## config.mk

```make
export PLATFORM = sky130hd
export DESIGN_NAME = acs_config_bank
export DESIGN_NICKNAME = d
export VERILOG_FILES = /design/src/rtl/acs_reg_mem.v /design/src/rtl/acs_input_decode.v /design/src/rtl/acs_config_bank.v
export VERILOG_INCLUDE_DIRS = /design/src /design/src/common
export SDC_FILE = /design/constraint.sdc
export NUM_CORES = 1
export LEC_CHECK = 0
export BUFFER_PORTS_ARGS = -buffer_cell sky130_fd_sc_hd__buf_4
export CAP_MARGIN = 10
export CORE_MARGIN = 8
export CORE_UTILIZATION = 59
export DETAILED_ROUTE_END_ITERATION = 10
export PLACE_DENSITY = 0.78
export SLEW_MARGIN = 20
export SYNTH_ARGS = -nofsm -noshare
export SYNTH_HDL_FRONTEND = slang
export SYNTH_SLANG_ARGS = --single-unit
```

## constraint.sdc

```tcl
create_clock -name clk_i -period 2.3 [get_ports clk_i]
set_input_delay 0.115 -clock clk_i [delete_from_list [all_inputs] [get_ports clk_i]]
set_output_delay 0.115 -clock clk_i [all_outputs]
set_load 0.005 [all_outputs]
```

## src/common/acs_defines.vh

```
// Register map, field positions and reset values of the channel/setup bank
`ifndef ACS_DEFINES_VH
`define ACS_DEFINES_VH
`define ACS_CH_BASE 8'h10
`define ACS_SETUP_BASE 8'h20
`define ACS_SETUP_LAST 8'h27
`define ACS_CH_RESET 16'h8001
`define ACS_CH0_RESET 16'h8001
`define ACS_CHN_RESET 16'h0001
`define ACS_SETUP_RESET 16'h1000
`define ACS_SETUP_WMASK 16'h1f30
`define ACS_CH_WMASK 16'hf3ff
`define ACS_CODING_BIT 12
`define ACS_REFP_BIT 11
`define ACS_REFN_BIT 10
`define ACS_INBUF_HI 9
`define ACS_INBUF_LO 8
`define ACS_REFSEL_HI 5
`define ACS_REFSEL_LO 4
`define ACS_SETUP_IDX_HI 14
`define ACS_SETUP_IDX_LO 12
`define ACS_INSEL_HI 9
`define ACS_INSEL_LO 0
`define ACS_INSEL_TEMP 10'h232
`define ACS_INSEL_REF 10'h2b6
`define ACS_COM_CODE 5'h10
`define ACS_LOW_COM 5'h0f
`define ACS_REF_EXT 2'h0
`define ACS_REF_INT 2'h2
`define ACS_REF_SUP 2'h3
`define ACS_INBUF_OFF 2'h0
`define ACS_INBUF_ON 2'h3
`endif

```

## src/rtl/acs_reg_mem.v

```verilog
// Small register memory with registered read data and write mask
`timescale 1ns/10ps
module acs_reg_mem #(
  parameter DEPTH = 8,
  parameter AW = 3,
  parameter [15:0] WMASK = 16'hffff
)(
  input wire clk_i,
  input wire rst_i,
  input wire [15:0] rst_val_i,
  input wire [15:0] rst_val0_i,
  input wire we_i,
  input wire [AW-1:0] waddr_i,
  input wire [15:0] wdata_i,
  input wire [AW-1:0] raddr_i,
  output reg [15:0] rdata_o,
  input wire [AW-1:0] laddr_i,
  output reg [15:0] ldata_o
);
  reg [15:0] mem_q [0:DEPTH-1];
  integer k;

  // Reset loads defaults; masked bits stay zero forever
  always @(posedge clk_i)
  begin
    if (rst_i)
    begin
      for (k = 0; k < DEPTH; k = k + 1)
        mem_q[k] <= (k == 0) ? rst_val0_i : rst_val_i;
    end
    else if (we_i)
      mem_q[waddr_i] <= wdata_i & WMASK;
  end

  // Registered read ports, bus side and conversion side
  always @(posedge clk_i)
  begin
    if (rst_i)
    begin
      rdata_o <= 16'h0000;
      ldata_o <= 16'h0000;
    end
    else
    begin
      rdata_o <= mem_q[raddr_i];
      ldata_o <= mem_q[laddr_i];
    end
  end
endmodule // acs_reg_mem

```

## src/rtl/acs_input_decode.v

```verilog
// Decodes an input selection code into positive and negative input numbers
`timescale 1ns/10ps
`include "acs_defines.vh"
module acs_input_decode (
  input wire [9:0] code_i,
  output reg [4:0] pos_o,
  output reg [4:0] neg_o,
  output reg temp_o,
  output reg ref_o,
  output reg single_o,
  output reg valid_o
);
  // Code is two 5-bit fields: positive in [9:5], negative in [4:0]
  always @*
  begin
    pos_o = code_i[9:5];
    neg_o = code_i[4:0];
    temp_o = (code_i == `ACS_INSEL_TEMP);
    ref_o = (code_i == `ACS_INSEL_REF);
    single_o = (code_i[4:0] == `ACS_COM_CODE) ||
      (code_i[4:0] == `ACS_LOW_COM);
    valid_o = temp_o || ref_o ||
      ((code_i[9:5] < 5'd15) && (code_i[4:0] <= 5'd16) &&
      (code_i[9:5] != code_i[4:0]));
  end
endmodule // acs_input_decode

```

## src/rtl/acs_config_bank.v

```verilog
// Channel input selection and setup configuration register bank
//
// Functional notes
// - Each channel holds 10-bit input selection, bits 9:0, reset 0x1.
// - Input paired with common code gives single-ended measurement.
// - Low-level inputs against input fifteen are pseudo-differential.
// - Eight 16-bit setup registers at 0x20..0x27, reset 0x1000.
// - Bit 12 selects coding, 1 bipolar, default bipolar.
// - Bit 11 enables positive reference buffer, reset off.
// - Bit 10 enables negative reference buffer, reset off.
// - Bits 9:8 input buffers, 00 off, 11 on; host avoids 01/10.
// - Bits 5:4 reference: 00 external, 10 internal, 11 supply.
// - Reserved setup bits read zero; host writes zeros.
// - Channel 3-bit setup index picks which setup applies.
`timescale 1ns/10ps
`include "acs_defines.vh"
module acs_config_bank #(
  parameter NUM_CH = 16,
  parameter NUM_SETUP = 8
)(
  input wire clk_i,
  input wire rst_i,
  // Classic Wishbone slave, byte address
  input wire cyc_i,
  input wire stb_i,
  input wire we_i,
  input wire [7:0] adr_i,
  input wire [3:0] sel_i,
  input wire [31:0] dat_i,
  output reg [31:0] dat_o,
  output wire ack_o,
  output wire err_o,
  // Conversion side: channel to convert
  input wire conv_start_i,
  input wire [3:0] conv_ch_i,
  output reg conv_valid_o,
  output reg [4:0] conv_pos_o,
  output reg [4:0] conv_neg_o,
  output reg conv_temp_o,
  output reg conv_ref_o,
  output reg conv_single_o,
  output reg conv_bad_input_o,
  output reg conv_bipolar_o,
  output reg conv_refp_buf_o,
  output reg conv_refn_buf_o,
  output reg conv_inbuf_o,
  output reg [1:0] conv_ref_sel_o
);
  localparam ST_IDLE = 2'd0;
  localparam ST_WAIT = 2'd1;
  localparam ST_ACK = 2'd2;
  localparam CV_IDLE = 2'd0;
  localparam CV_CH = 2'd1;
  localparam CV_SETUP = 2'd2;
  localparam CV_OUT = 2'd3;

  reg [1:0] st_q;
  reg [1:0] st_d;
  reg err_q;
  reg [1:0] cv_q;
  reg [3:0] cv_ch_q;
  wire [15:0] ch_rdata;
  wire [15:0] ch_ldata;
  wire [15:0] su_rdata;
  wire [15:0] su_ldata;
  wire [4:0] dec_pos;
  wire [4:0] dec_neg;
  wire dec_temp;
  wire dec_ref;
  wire dec_single;
  wire dec_valid;

  // Address decode helpers
  function is_ch;
    input [7:0] a;
    begin
      is_ch = ((a >> 4) == (`ACS_CH_BASE >> 4));
    end
  endfunction

  function is_setup;
    input [7:0] a;
    begin
      is_setup = (a >= `ACS_SETUP_BASE) && (a <= `ACS_SETUP_LAST);
    end
  endfunction

  // Register offsets are word indexes: byte address is four times offset
  wire [5:0] widx = adr_i[7:2];
  wire [7:0] ridx = {2'b00, widx};
  wire hit_ch = is_ch(ridx);
  wire hit_su = is_setup(ridx);
  wire req = cyc_i && stb_i && (st_q == ST_IDLE);
  // Writes need the low two byte lanes; partial lanes are ignored
  wire wr_ok = req && we_i && (sel_i[1:0] == 2'b11);
  wire ch_we = wr_ok && hit_ch;
  wire su_we = wr_ok && hit_su;

  // Bus FSM: one wait state for registered read data, then ack
  always @*
  begin
    case (st_q)
      ST_IDLE: st_d = (cyc_i && stb_i) ? ST_WAIT : ST_IDLE;
      ST_WAIT: st_d = ST_ACK;
      ST_ACK: st_d = ST_IDLE;
      default: st_d = ST_IDLE;
    endcase
  end

  always @(posedge clk_i)
  begin
    if (rst_i)
    begin
      st_q <= ST_IDLE;
      err_q <= 1'b0;
    end
    else
    begin
      st_q <= st_d;
      if (req)
        err_q <= !(hit_ch || hit_su);
    end
  end

  assign ack_o = (st_q == ST_ACK) && cyc_i && stb_i && !err_q;
  assign err_o = (st_q == ST_ACK) && cyc_i && stb_i && err_q;

  // Read data, narrow registers in low half, reserved bits zero
  always @(posedge clk_i)
  begin
    if (rst_i)
      dat_o <= 32'h00000000;
    else if (st_q == ST_WAIT)
    begin
      if (hit_ch)
        dat_o <= {16'h0000, ch_rdata};
      else if (hit_su)
        dat_o <= {16'h0000, su_rdata & `ACS_SETUP_WMASK};
      else
        dat_o <= 32'h00000000;
    end
  end

  // Channel registers: enable, setup index, input selection
  acs_reg_mem #(
    .DEPTH(NUM_CH),
    .AW(4),
    .WMASK(`ACS_CH_WMASK)
  ) u_ch (
    .clk_i(clk_i),
    .rst_i(rst_i),
    .rst_val_i(`ACS_CHN_RESET),
    .rst_val0_i(`ACS_CH0_RESET),
    .we_i(ch_we),
    .waddr_i(widx[3:0]),
    .wdata_i(dat_i[15:0]),
    .raddr_i(widx[3:0]),
    .rdata_o(ch_rdata),
    .laddr_i(cv_ch_q),
    .ldata_o(ch_ldata)
  );

  // Setup configuration registers, reserved bits masked off on write
  acs_reg_mem #(
    .DEPTH(NUM_SETUP),
    .AW(3),
    .WMASK(`ACS_SETUP_WMASK)
  ) u_setup (
    .clk_i(clk_i),
    .rst_i(rst_i),
    .rst_val_i(`ACS_SETUP_RESET),
    .rst_val0_i(`ACS_SETUP_RESET),
    .we_i(su_we),
    .waddr_i(widx[2:0]),
    .wdata_i(dat_i[15:0]),
    .raddr_i(widx[2:0]),
    .rdata_o(su_rdata),
    .laddr_i(ch_ldata[`ACS_SETUP_IDX_HI:`ACS_SETUP_IDX_LO]),
    .ldata_o(su_ldata)
  );

  // Input code decode of the channel under conversion
  acs_input_decode u_dec (
    .code_i(ch_ldata[`ACS_INSEL_HI:`ACS_INSEL_LO]),
    .pos_o(dec_pos),
    .neg_o(dec_neg),
    .temp_o(dec_temp),
    .ref_o(dec_ref),
    .single_o(dec_single),
    .valid_o(dec_valid)
  );

  // Conversion lookup: channel read, then setup read, then outputs.
  // Setup is fetched at each start, so fresh writes apply next time.
  always @(posedge clk_i)
  begin
    if (rst_i)
    begin
      cv_q <= CV_IDLE;
      cv_ch_q <= 4'h0;
      conv_valid_o <= 1'b0;
      conv_pos_o <= 5'h00;
      conv_neg_o <= 5'h00;
      conv_temp_o <= 1'b0;
      conv_ref_o <= 1'b0;
      conv_single_o <= 1'b0;
      conv_bad_input_o <= 1'b0;
      conv_bipolar_o <= 1'b1;
      conv_refp_buf_o <= 1'b0;
      conv_refn_buf_o <= 1'b0;
      conv_inbuf_o <= 1'b0;
      conv_ref_sel_o <= `ACS_REF_EXT;
    end
    else
    begin
      conv_valid_o <= 1'b0;
      case (cv_q)
        CV_IDLE:
        begin
          if (conv_start_i)
          begin
            cv_ch_q <= conv_ch_i;
            cv_q <= CV_CH;
          end
        end
        CV_CH: cv_q <= CV_SETUP;
        CV_SETUP: cv_q <= CV_OUT;
        CV_OUT:
        begin
          conv_valid_o <= 1'b1;
          conv_pos_o <= dec_pos;
          conv_neg_o <= dec_neg;
          conv_temp_o <= dec_temp;
          conv_ref_o <= dec_ref;
          conv_single_o <= dec_single;
          conv_bad_input_o <= !dec_valid;
          conv_bipolar_o <= su_ldata[`ACS_CODING_BIT];
          conv_refp_buf_o <= su_ldata[`ACS_REFP_BIT];
          conv_refn_buf_o <= su_ldata[`ACS_REFN_BIT];
          // Reserved codes 01/10 treated as off
          conv_inbuf_o <= (su_ldata[`ACS_INBUF_HI:`ACS_INBUF_LO] ==
            `ACS_INBUF_ON);
          conv_ref_sel_o <= su_ldata[`ACS_REFSEL_HI:`ACS_REFSEL_LO];
          cv_q <= CV_IDLE;
        end
        default: cv_q <= CV_IDLE;
      endcase
    end
  end
endmodule // acs_config_bank

```

After elaboration in Yosys (flattened, before gate mapping)
Memory sizes are Yosys's and may differ from the RTL's. A register that Yosys moved wholly into a read port is not among the register bits.
Index checks and enable logic that the tools add are counted.
{"block": "totals", "latch_bits": 0, "word_cells": 84, "output_inout_bits": 55, "ram_bits": 280, "rom_bits": 0, "mem_count": 2, "input_bits": 54, "reg_bits": 78}
{"block": "op_classes", "div": 0, "shifts": 0, "eq_ne": 14, "add_sub_neg": 0, "n_lt_le_gt_ge": 4, "bitwise_logic": 0, "n_mul": 0, "n_reduce_logical": 25, "muxes": 21}
{"memory": "u_ch.mem_q", "words": 16, "width": 14, "rd": 2, "rd_clocked_by_memory_dff": 2, "write_ports": 16, "line_no": "acs_reg_mem.v:20", "rtl": "reg [15:0] mem_q [0:DEPTH-1];"}
{"memory": "u_setup.mem_q", "words": 8, "width": 7, "rd": 2, "rd_clocked_by_memory_dff": 2, "write_ports": 8, "line_no": "acs_reg_mem.v:20"}
{"op": "equality test 10 bit (second input constant)", "n": 2}
{"op": "2-to-1 mux 16 bit", "n": 1}
{"op": "2-to-1 mux 14 bit", "n": 1}
{"op": "OR reduction 14 bit", "n": 1}
{"op": "logical AND 1 bit", "n": 13}
{"op": "2-to-1 mux 13 bit", "n": 1}
{"op": "2-to-1 mux 1 bit", "n": 12}
{"op": "equality test 2 bit (second input constant)", "n": 5}
{"op": "one-hot mux 2 bit (4 select lines)", "n": 1}
{"op": "2-to-1 mux 7 bit", "n": 1}
{"op": "OR reduction 7 bit", "n": 1}
{"op": "equality test 2 x 1 -> 1 bit (second input constant)", "n": 3}
{"op": "greater-or-equal comparator 6 bit (second input constant)", "n": 1}
{"op": "less-or-equal comparator 6 bit (second input constant)", "n": 1}
{"op": "equality test 5 x 4 -> 1 bit (second input constant)", "n": 1}
{"op": "equality test 5 bit (second input constant)", "n": 1}
{"op": "less-or-equal comparator 5 bit (second input constant)", "n": 1}
{"op": "less-than comparator 5 x 4 -> 1 bit (second input constant)", "n": 1}
{"op": "!= test 5 bit", "n": 1}
{"op": "zero test 2 bit", "n": 2}
{"op": "logical OR 1 bit", "n": 4}
{"op": "2-to-1 mux 4 bit", "n": 1}
{"op": "one-hot mux 2 bit (2 select lines)", "n": 1}
{"op": "zero test 1 bit", "n": 3}
{"op": "4 further kinds", "n": 4}

Depth between registers and ports, before layout
{"block": "logic_depth", "word_depth": 10, "ltp_mapped": 8, "ltp_nobuf": 5}

Cells and area by module
From an unflattened synthesis, not the netlist that was laid out.
{"block": "hier_totals", "hier_cells": 1891, "area_unflattened_um2": 24249.5}
{"module": "acs_reg_mem at u_ch", "instances": 1, "area_per_inst_um2": 14830.5, "cells_per_inst": 1132}
{"module": "acs_reg_mem at u_setup", "instances": 1, "area_per_inst_um2": 7267.0, "cells_per_inst": 529}
{"module": "acs_config_bank", "instances": 1, "area_per_inst_um2": 1910.6, "cells_per_inst": 198}
{"module": "acs_input_decode", "instances": 1, "area_per_inst_um2": 241.5, "cells_per_inst": 32}

Worst setup path before layout
No wires, ideal clock.
{"block": "synth_timing", "path_kind": "flip-flop to flip-flop", "startpoint": "register st_q[0]", "endpoint": "memory u_setup.mem_q[1][0] (netlist name), enable pin", "path_buffers": 1, "slack_ns": 0.454, "stages_incl_launch_ff": 6, "arrival_time_ns": 1.539, "path_cell_list": "dfxtp_1 > and4bb_1 > buf_4 > nand4b_2 > nor3_1 > or2_2"}
{"item": "from (decl)", "line_no": "acs_config_bank.v:57", "rtl": "reg [1:0] st_q;"}
{"item": "from (signal assigned)", "line_no": "acs_config_bank.v:119", "rtl": "st_q <= st_d;"}
{"item": "to (decl)", "line_no": "acs_reg_mem.v:20"}

Final worst setup path
{"block": "layout_timing", "startpoint": "register cv_q[0]", "endpoint": "register cv_ch_q[1]"}
{"block": "layout_via", "elab_chain_cells": 2}
{"item": "from (decl)", "line_no": "acs_config_bank.v:60", "rtl": "reg [1:0] cv_q;"}
{"item": "from (signal assigned)", "line_no": "acs_config_bank.v:199", "rtl": "cv_q <= CV_IDLE;"}
{"item": "from (signal assigned)", "line_no": "acs_config_bank.v:223", "rtl": "cv_q <= CV_CH;"}
{"item": "from (signal assigned)", "line_no": "acs_config_bank.v:226", "rtl": "CV_CH: cv_q <= CV_SETUP;"}
{"item": "zero test 2 bit", "line_no": "acs_config_bank.v:217", "rtl": "case (cv_q)"}
{"item": "AND reduction 2 bit (no line)"}
{"item": "to (signal assigned)", "line_no": "acs_config_bank.v:222", "rtl": "cv_ch_q <= conv_ch_i;"}
{"item": "to (decl)", "line_no": "acs_config_bank.v:61", "rtl": "reg [3:0] cv_ch_q;"}
Every way passes these cells.
A chain may end at the register's enable or synchronous reset.

==> results.sh <==
export IMPL_switchingPower_mw=3.92
export IMPL_clockBufferDepth=3
export IMPL_ys_ff_latch=367
export IMPL_gr_total_overflow=0
export IMPL_syn_avg_cell_area_um2=13.6
export IMPL_final_setup_viol_count=0
export IMPL_critPathKind="reg -> reg"
export IMPL_p_total_mw=15.9
export IMPL_dp_hpwl_mm=30.5
export IMPL_crit_path_cell_trace="inv_1 > ha_1 > nand3_1 > dlygate4sd3_1 > a21oi_1 > dlygate4sd3_1"
export IMPL_yosys_warnings=0
export IMPL_power_density_mw_per_mm2=777
export IMPL_ys_seq_area_share_pct=56.6
export IMPL_p_comb_share_pct=13.0
export IMPL_cts_setup_buffers=0
export IMPL_place_area_mm2=0.0189
export IMPL_yosysTopAreaCellShare_pct=46.9
export IMPL_status="finished clean"
export IMPL_p_sw_share_pct=24.7
export IMPL_die_area_mm2=0.0362
export IMPL_cp_start_kind="flip-flop"
export IMPL_antennaDiodeCount=0
export IMPL_crit_slowest_cell="dlygate4sd3_1"
export IMPL_p_int_mw=12.0
export IMPL_synthFlopType="edfxtp_1"
export IMPL_cp_slowest_stage_delay_ps=570
export IMPL_firstDrtPassIters=8
export IMPL_cp_common_cell="dlygate4sd3_1"
export IMPL_multi_input_area_mm2=0.00723
export IMPL_crit_required_ps=2760
export IMPL_synth_edf_count=280
export IMPL_peakVddDrop_mv=0.458
export IMPL_r2r_cells=6
export IMPL_fmax_mhz=470
export IMPL_fin_tns_setup_ps=0
export IMPL_maxCapViolations=0
export IMPL_crit_fanout=6
export IMPL_tightestPinTransition_ps=864
export IMPL_ys_top_cells_by_area="edfxtp_1, mux4_2, dfxtp_1, and2_1, mux2i_1"
export IMPL_finalNonFillerCells=1832
export IMPL_numClockSinks=367
export IMPL_stdcell_area_mm2=0.0204
export IMPL_min_path_type="in -> reg"
export IMPL_arrival_ps=2590
export IMPL_power_frac_seq_pct=48.1
export IMPL_yosys_area_top_type="edfxtp_1"
export IMPL_numCtsBuffers=39
export IMPL_wl_per_cell_um=24.0
export IMPL_finClkSkew_ps=18.8
export IMPL_track_usage_pct=24.1
export IMPL_slew_headroom_pct=42.2
export IMPL_n_fill_cell=2083
export IMPL_final_antenna_net_count=0
export IMPL_ff_latch_area_mm2=0.0102
export IMPL_wl_mm=44.0
export IMPL_die_w_um=190
export IMPL_fin_crit_sh_pct=92.5
export IMPL_clk_latency_ps=540
export IMPL_place_ws_ps=229
export IMPL_finalMaxSlewViolations=0
export IMPL_io_buffers=72
export IMPL_netlist_area_mm2=0.0179
export IMPL_setup_ws_ps=172
export IMPL_clk_pin_slew_ps=60
export IMPL_antenna_found_initial=2
export IMPL_drcViolationCount=0
export IMPL_synth_distinct_cells=49
export IMPL_clkPwrFrac_pct=38.9
export IMPL_finalHoldViolations=0
export IMPL_fin_crit_ps=2130
export IMPL_start_util_pct=59.2
export IMPL_drive_above_1_share_pct=23.0
export IMPL_core_mm2=0.0303
export IMPL_grt_pass1_wl_mm=67.2
export IMPL_postSynth_asyncResetShare_pct=0
export IMPL_leakage_nw=7.50
export IMPL_rows=64
export IMPL_cts_tree="yes"
export IMPL_htreeDepth=2
export IMPL_gp_congestion=0.872
export IMPL_dp_cells=1740
export IMPL_end_kind="flip-flop"
export IMPL_drt_vias_per_instance=6.21
export IMPL_vias=11400
export IMPL_areaGrowthSynthToFinish_pct=13.9
export IMPL_drt_iter0_drc=1139
export IMPL_fin_nets=1465
export IMPL_syn_inst=1318
export IMPL_cts_root_buf="clkbuf_16"
export IMPL_cts_resized=0
export IMPL_rsz0062_at_grt="no"
export IMPL_dieHeight_um=190
export IMPL_grt_pass1_vias=11600
export IMPL_hold_depth=2
export IMPL_io_pins=109
export IMPL_grt_max_degree=49
-- power groups by stage --
stage                     Sequential (mW)  Combinational [mW]  Clock, mW
after floorplan                      7.67                1.44          0
after global placement               7.76                1.96          0
after detailed placement             7.77                2.00          0
after CTS                            7.64                2.06       6.23
after global routing                 7.67                2.19       6.49
final                                7.64                2.06       6.18
-- routing by layer --
layer | track usage (%) | up-vias | share of wire, %
met3 | 3.75 | 98 | 8.2
met2 | 39.7 | 555 | 48
met1 | 32.4 | 5688 | 40
li1 | - | 5031 | -
met4 | 8.41 | 0 | 3.3
met5 | 0 | - | 0
-- worst max-delay path, delay by kind of cell (launching register included) --
| family | cells | cell delay, ps |
|---|---|---|
| buffers and inverters | 3 | 1240 |
| DFF | 1 | 310 |
| adders and majority gates | 1 | 280 |
| AOI/OAI and AO/OA | 1 | 130 |
| and+or+nand+nor | 1 | 100 |
-- cell usage after synthesis, types with 10 or more instances --
| library cell | count |
|---|---|
| a21oi_1 | 15 |
| a22oi_1 | 43 |
| and2_1 | 256 |
| buf_2 | 25 |
| buf_4 | 26 |
| clkbuf_1 | 58 |
| dfxtp_1 | 87 |
| edfxtp_1 | 280 |
| mux2i_1 | 118 |
| mux4_2 | 103 |
| nand2_1 | 48 |
| nand2b_1 | 17 |
| nand3_1 | 23 |
| nor2_1 | 61 |
| nor2b_1 | 11 |
| nor3_1 | 10 |
| o21ai_0 | 19 |
| or2_2 | 25 |
| or3_1 | 13 |
-- worst paths after layout --
| kind | start | to | slack [ps] |
|---|---|---|---|
| max | cv_q[0] | cv_ch_q[1] | 170 |
| min | dat_i[6] | u_ch.mem_q[10][6] | 6 |
| max reg2reg | cv_q[0] | cv_ch_q[1] | 170 |
| min reg2reg | u_setup.rdata_o[4] | dat_o[4] | 440 |
-- through the flow --
stage | hold WS, ps | utilization [%]
final | 5.62 | 67.5
after global placement | 375 | 62.6
after global routing | 18.8 | 67.5
after floorplan | 262 | -
after detailed placement | 384 | 62.6
after CTS | 5.03 | 67.5
-- flip-flops by register name, indices dropped and copies added (netlist names) --
name,count
u_ch.mem_q,224
u_setup.mem_q,56
dat_o,16
u_ch.rdata_o,14
u_ch.ldata_o,13
u_setup.ldata_o,7
u_setup.rdata_o,7
conv_neg_o,5
conv_pos_o,5
cv_ch_q,4
conv_ref_sel_o,2
cv_q,2
st_q,2
conv_bad_input_o,1
conv_bipolar_o,1
conv_inbuf_o,1
conv_ref_o,1
conv_refn_buf_o,1
conv_refp_buf_o,1
conv_single_o,1
conv_temp_o,1
conv_valid_o,1
err_q,1
-- layout by cell type, fill, tap and decap left out, types with 10 or more instances in the layout --
cell | synthesis | final
nand2b_1 | 17 | 17
nand3_1 | 23 | 23
mux4_2 | 103 | 103
conb_1 | 1 | 16
dlygate4sd3_1 | 0 | 22
clkbuf_16 | 0 | 41
or3_1 | 13 | 13
or2_2 | 25 | 25
nand2_1 | 48 | 48
a22oi_1 | 43 | 43
edfxtp_1 | 280 | 280
nor3_1 | 10 | 10
o21ai_0 | 19 | 19
a21oi_1 | 15 | 15
dfxtp_1 | 87 | 85
and2_1 | 256 | 256
buf_4 | 26 | 126
nor2_1 | 61 | 61
mux2i_1 | 118 | 118
nor2b_1 | 11 | 11
-- kinds of logic after synthesis --
family                     synth area share [%]
muxes                                      19.5
DFF                                        56.6
adders and majority gates                 0.279
other                                    0.0209
AOI/OAI and AO/OA                          3.82
buffers and inverters                      3.38
and+or+nand+nor                            16.2
xor gates and xnor gates                  0.195
-- area by class of cell --
cell class,instances,area share [%]
inverters,5,0.0919
multi-input cells,841,35.4
clock inverters,20,0.827
flip-flops and latches,367,49.7
repair buffers,153,6.20
clock buffers,50,5.34
well taps,396,2.43
-- what timing repair did --
item | CTS | global route
hold endpoints to repair | 74 | 0
endpoints found under the setup margin | 0 | 0
hold buffers | 22 | 0
No activity file was read; power rests on OpenSTA's default activity.
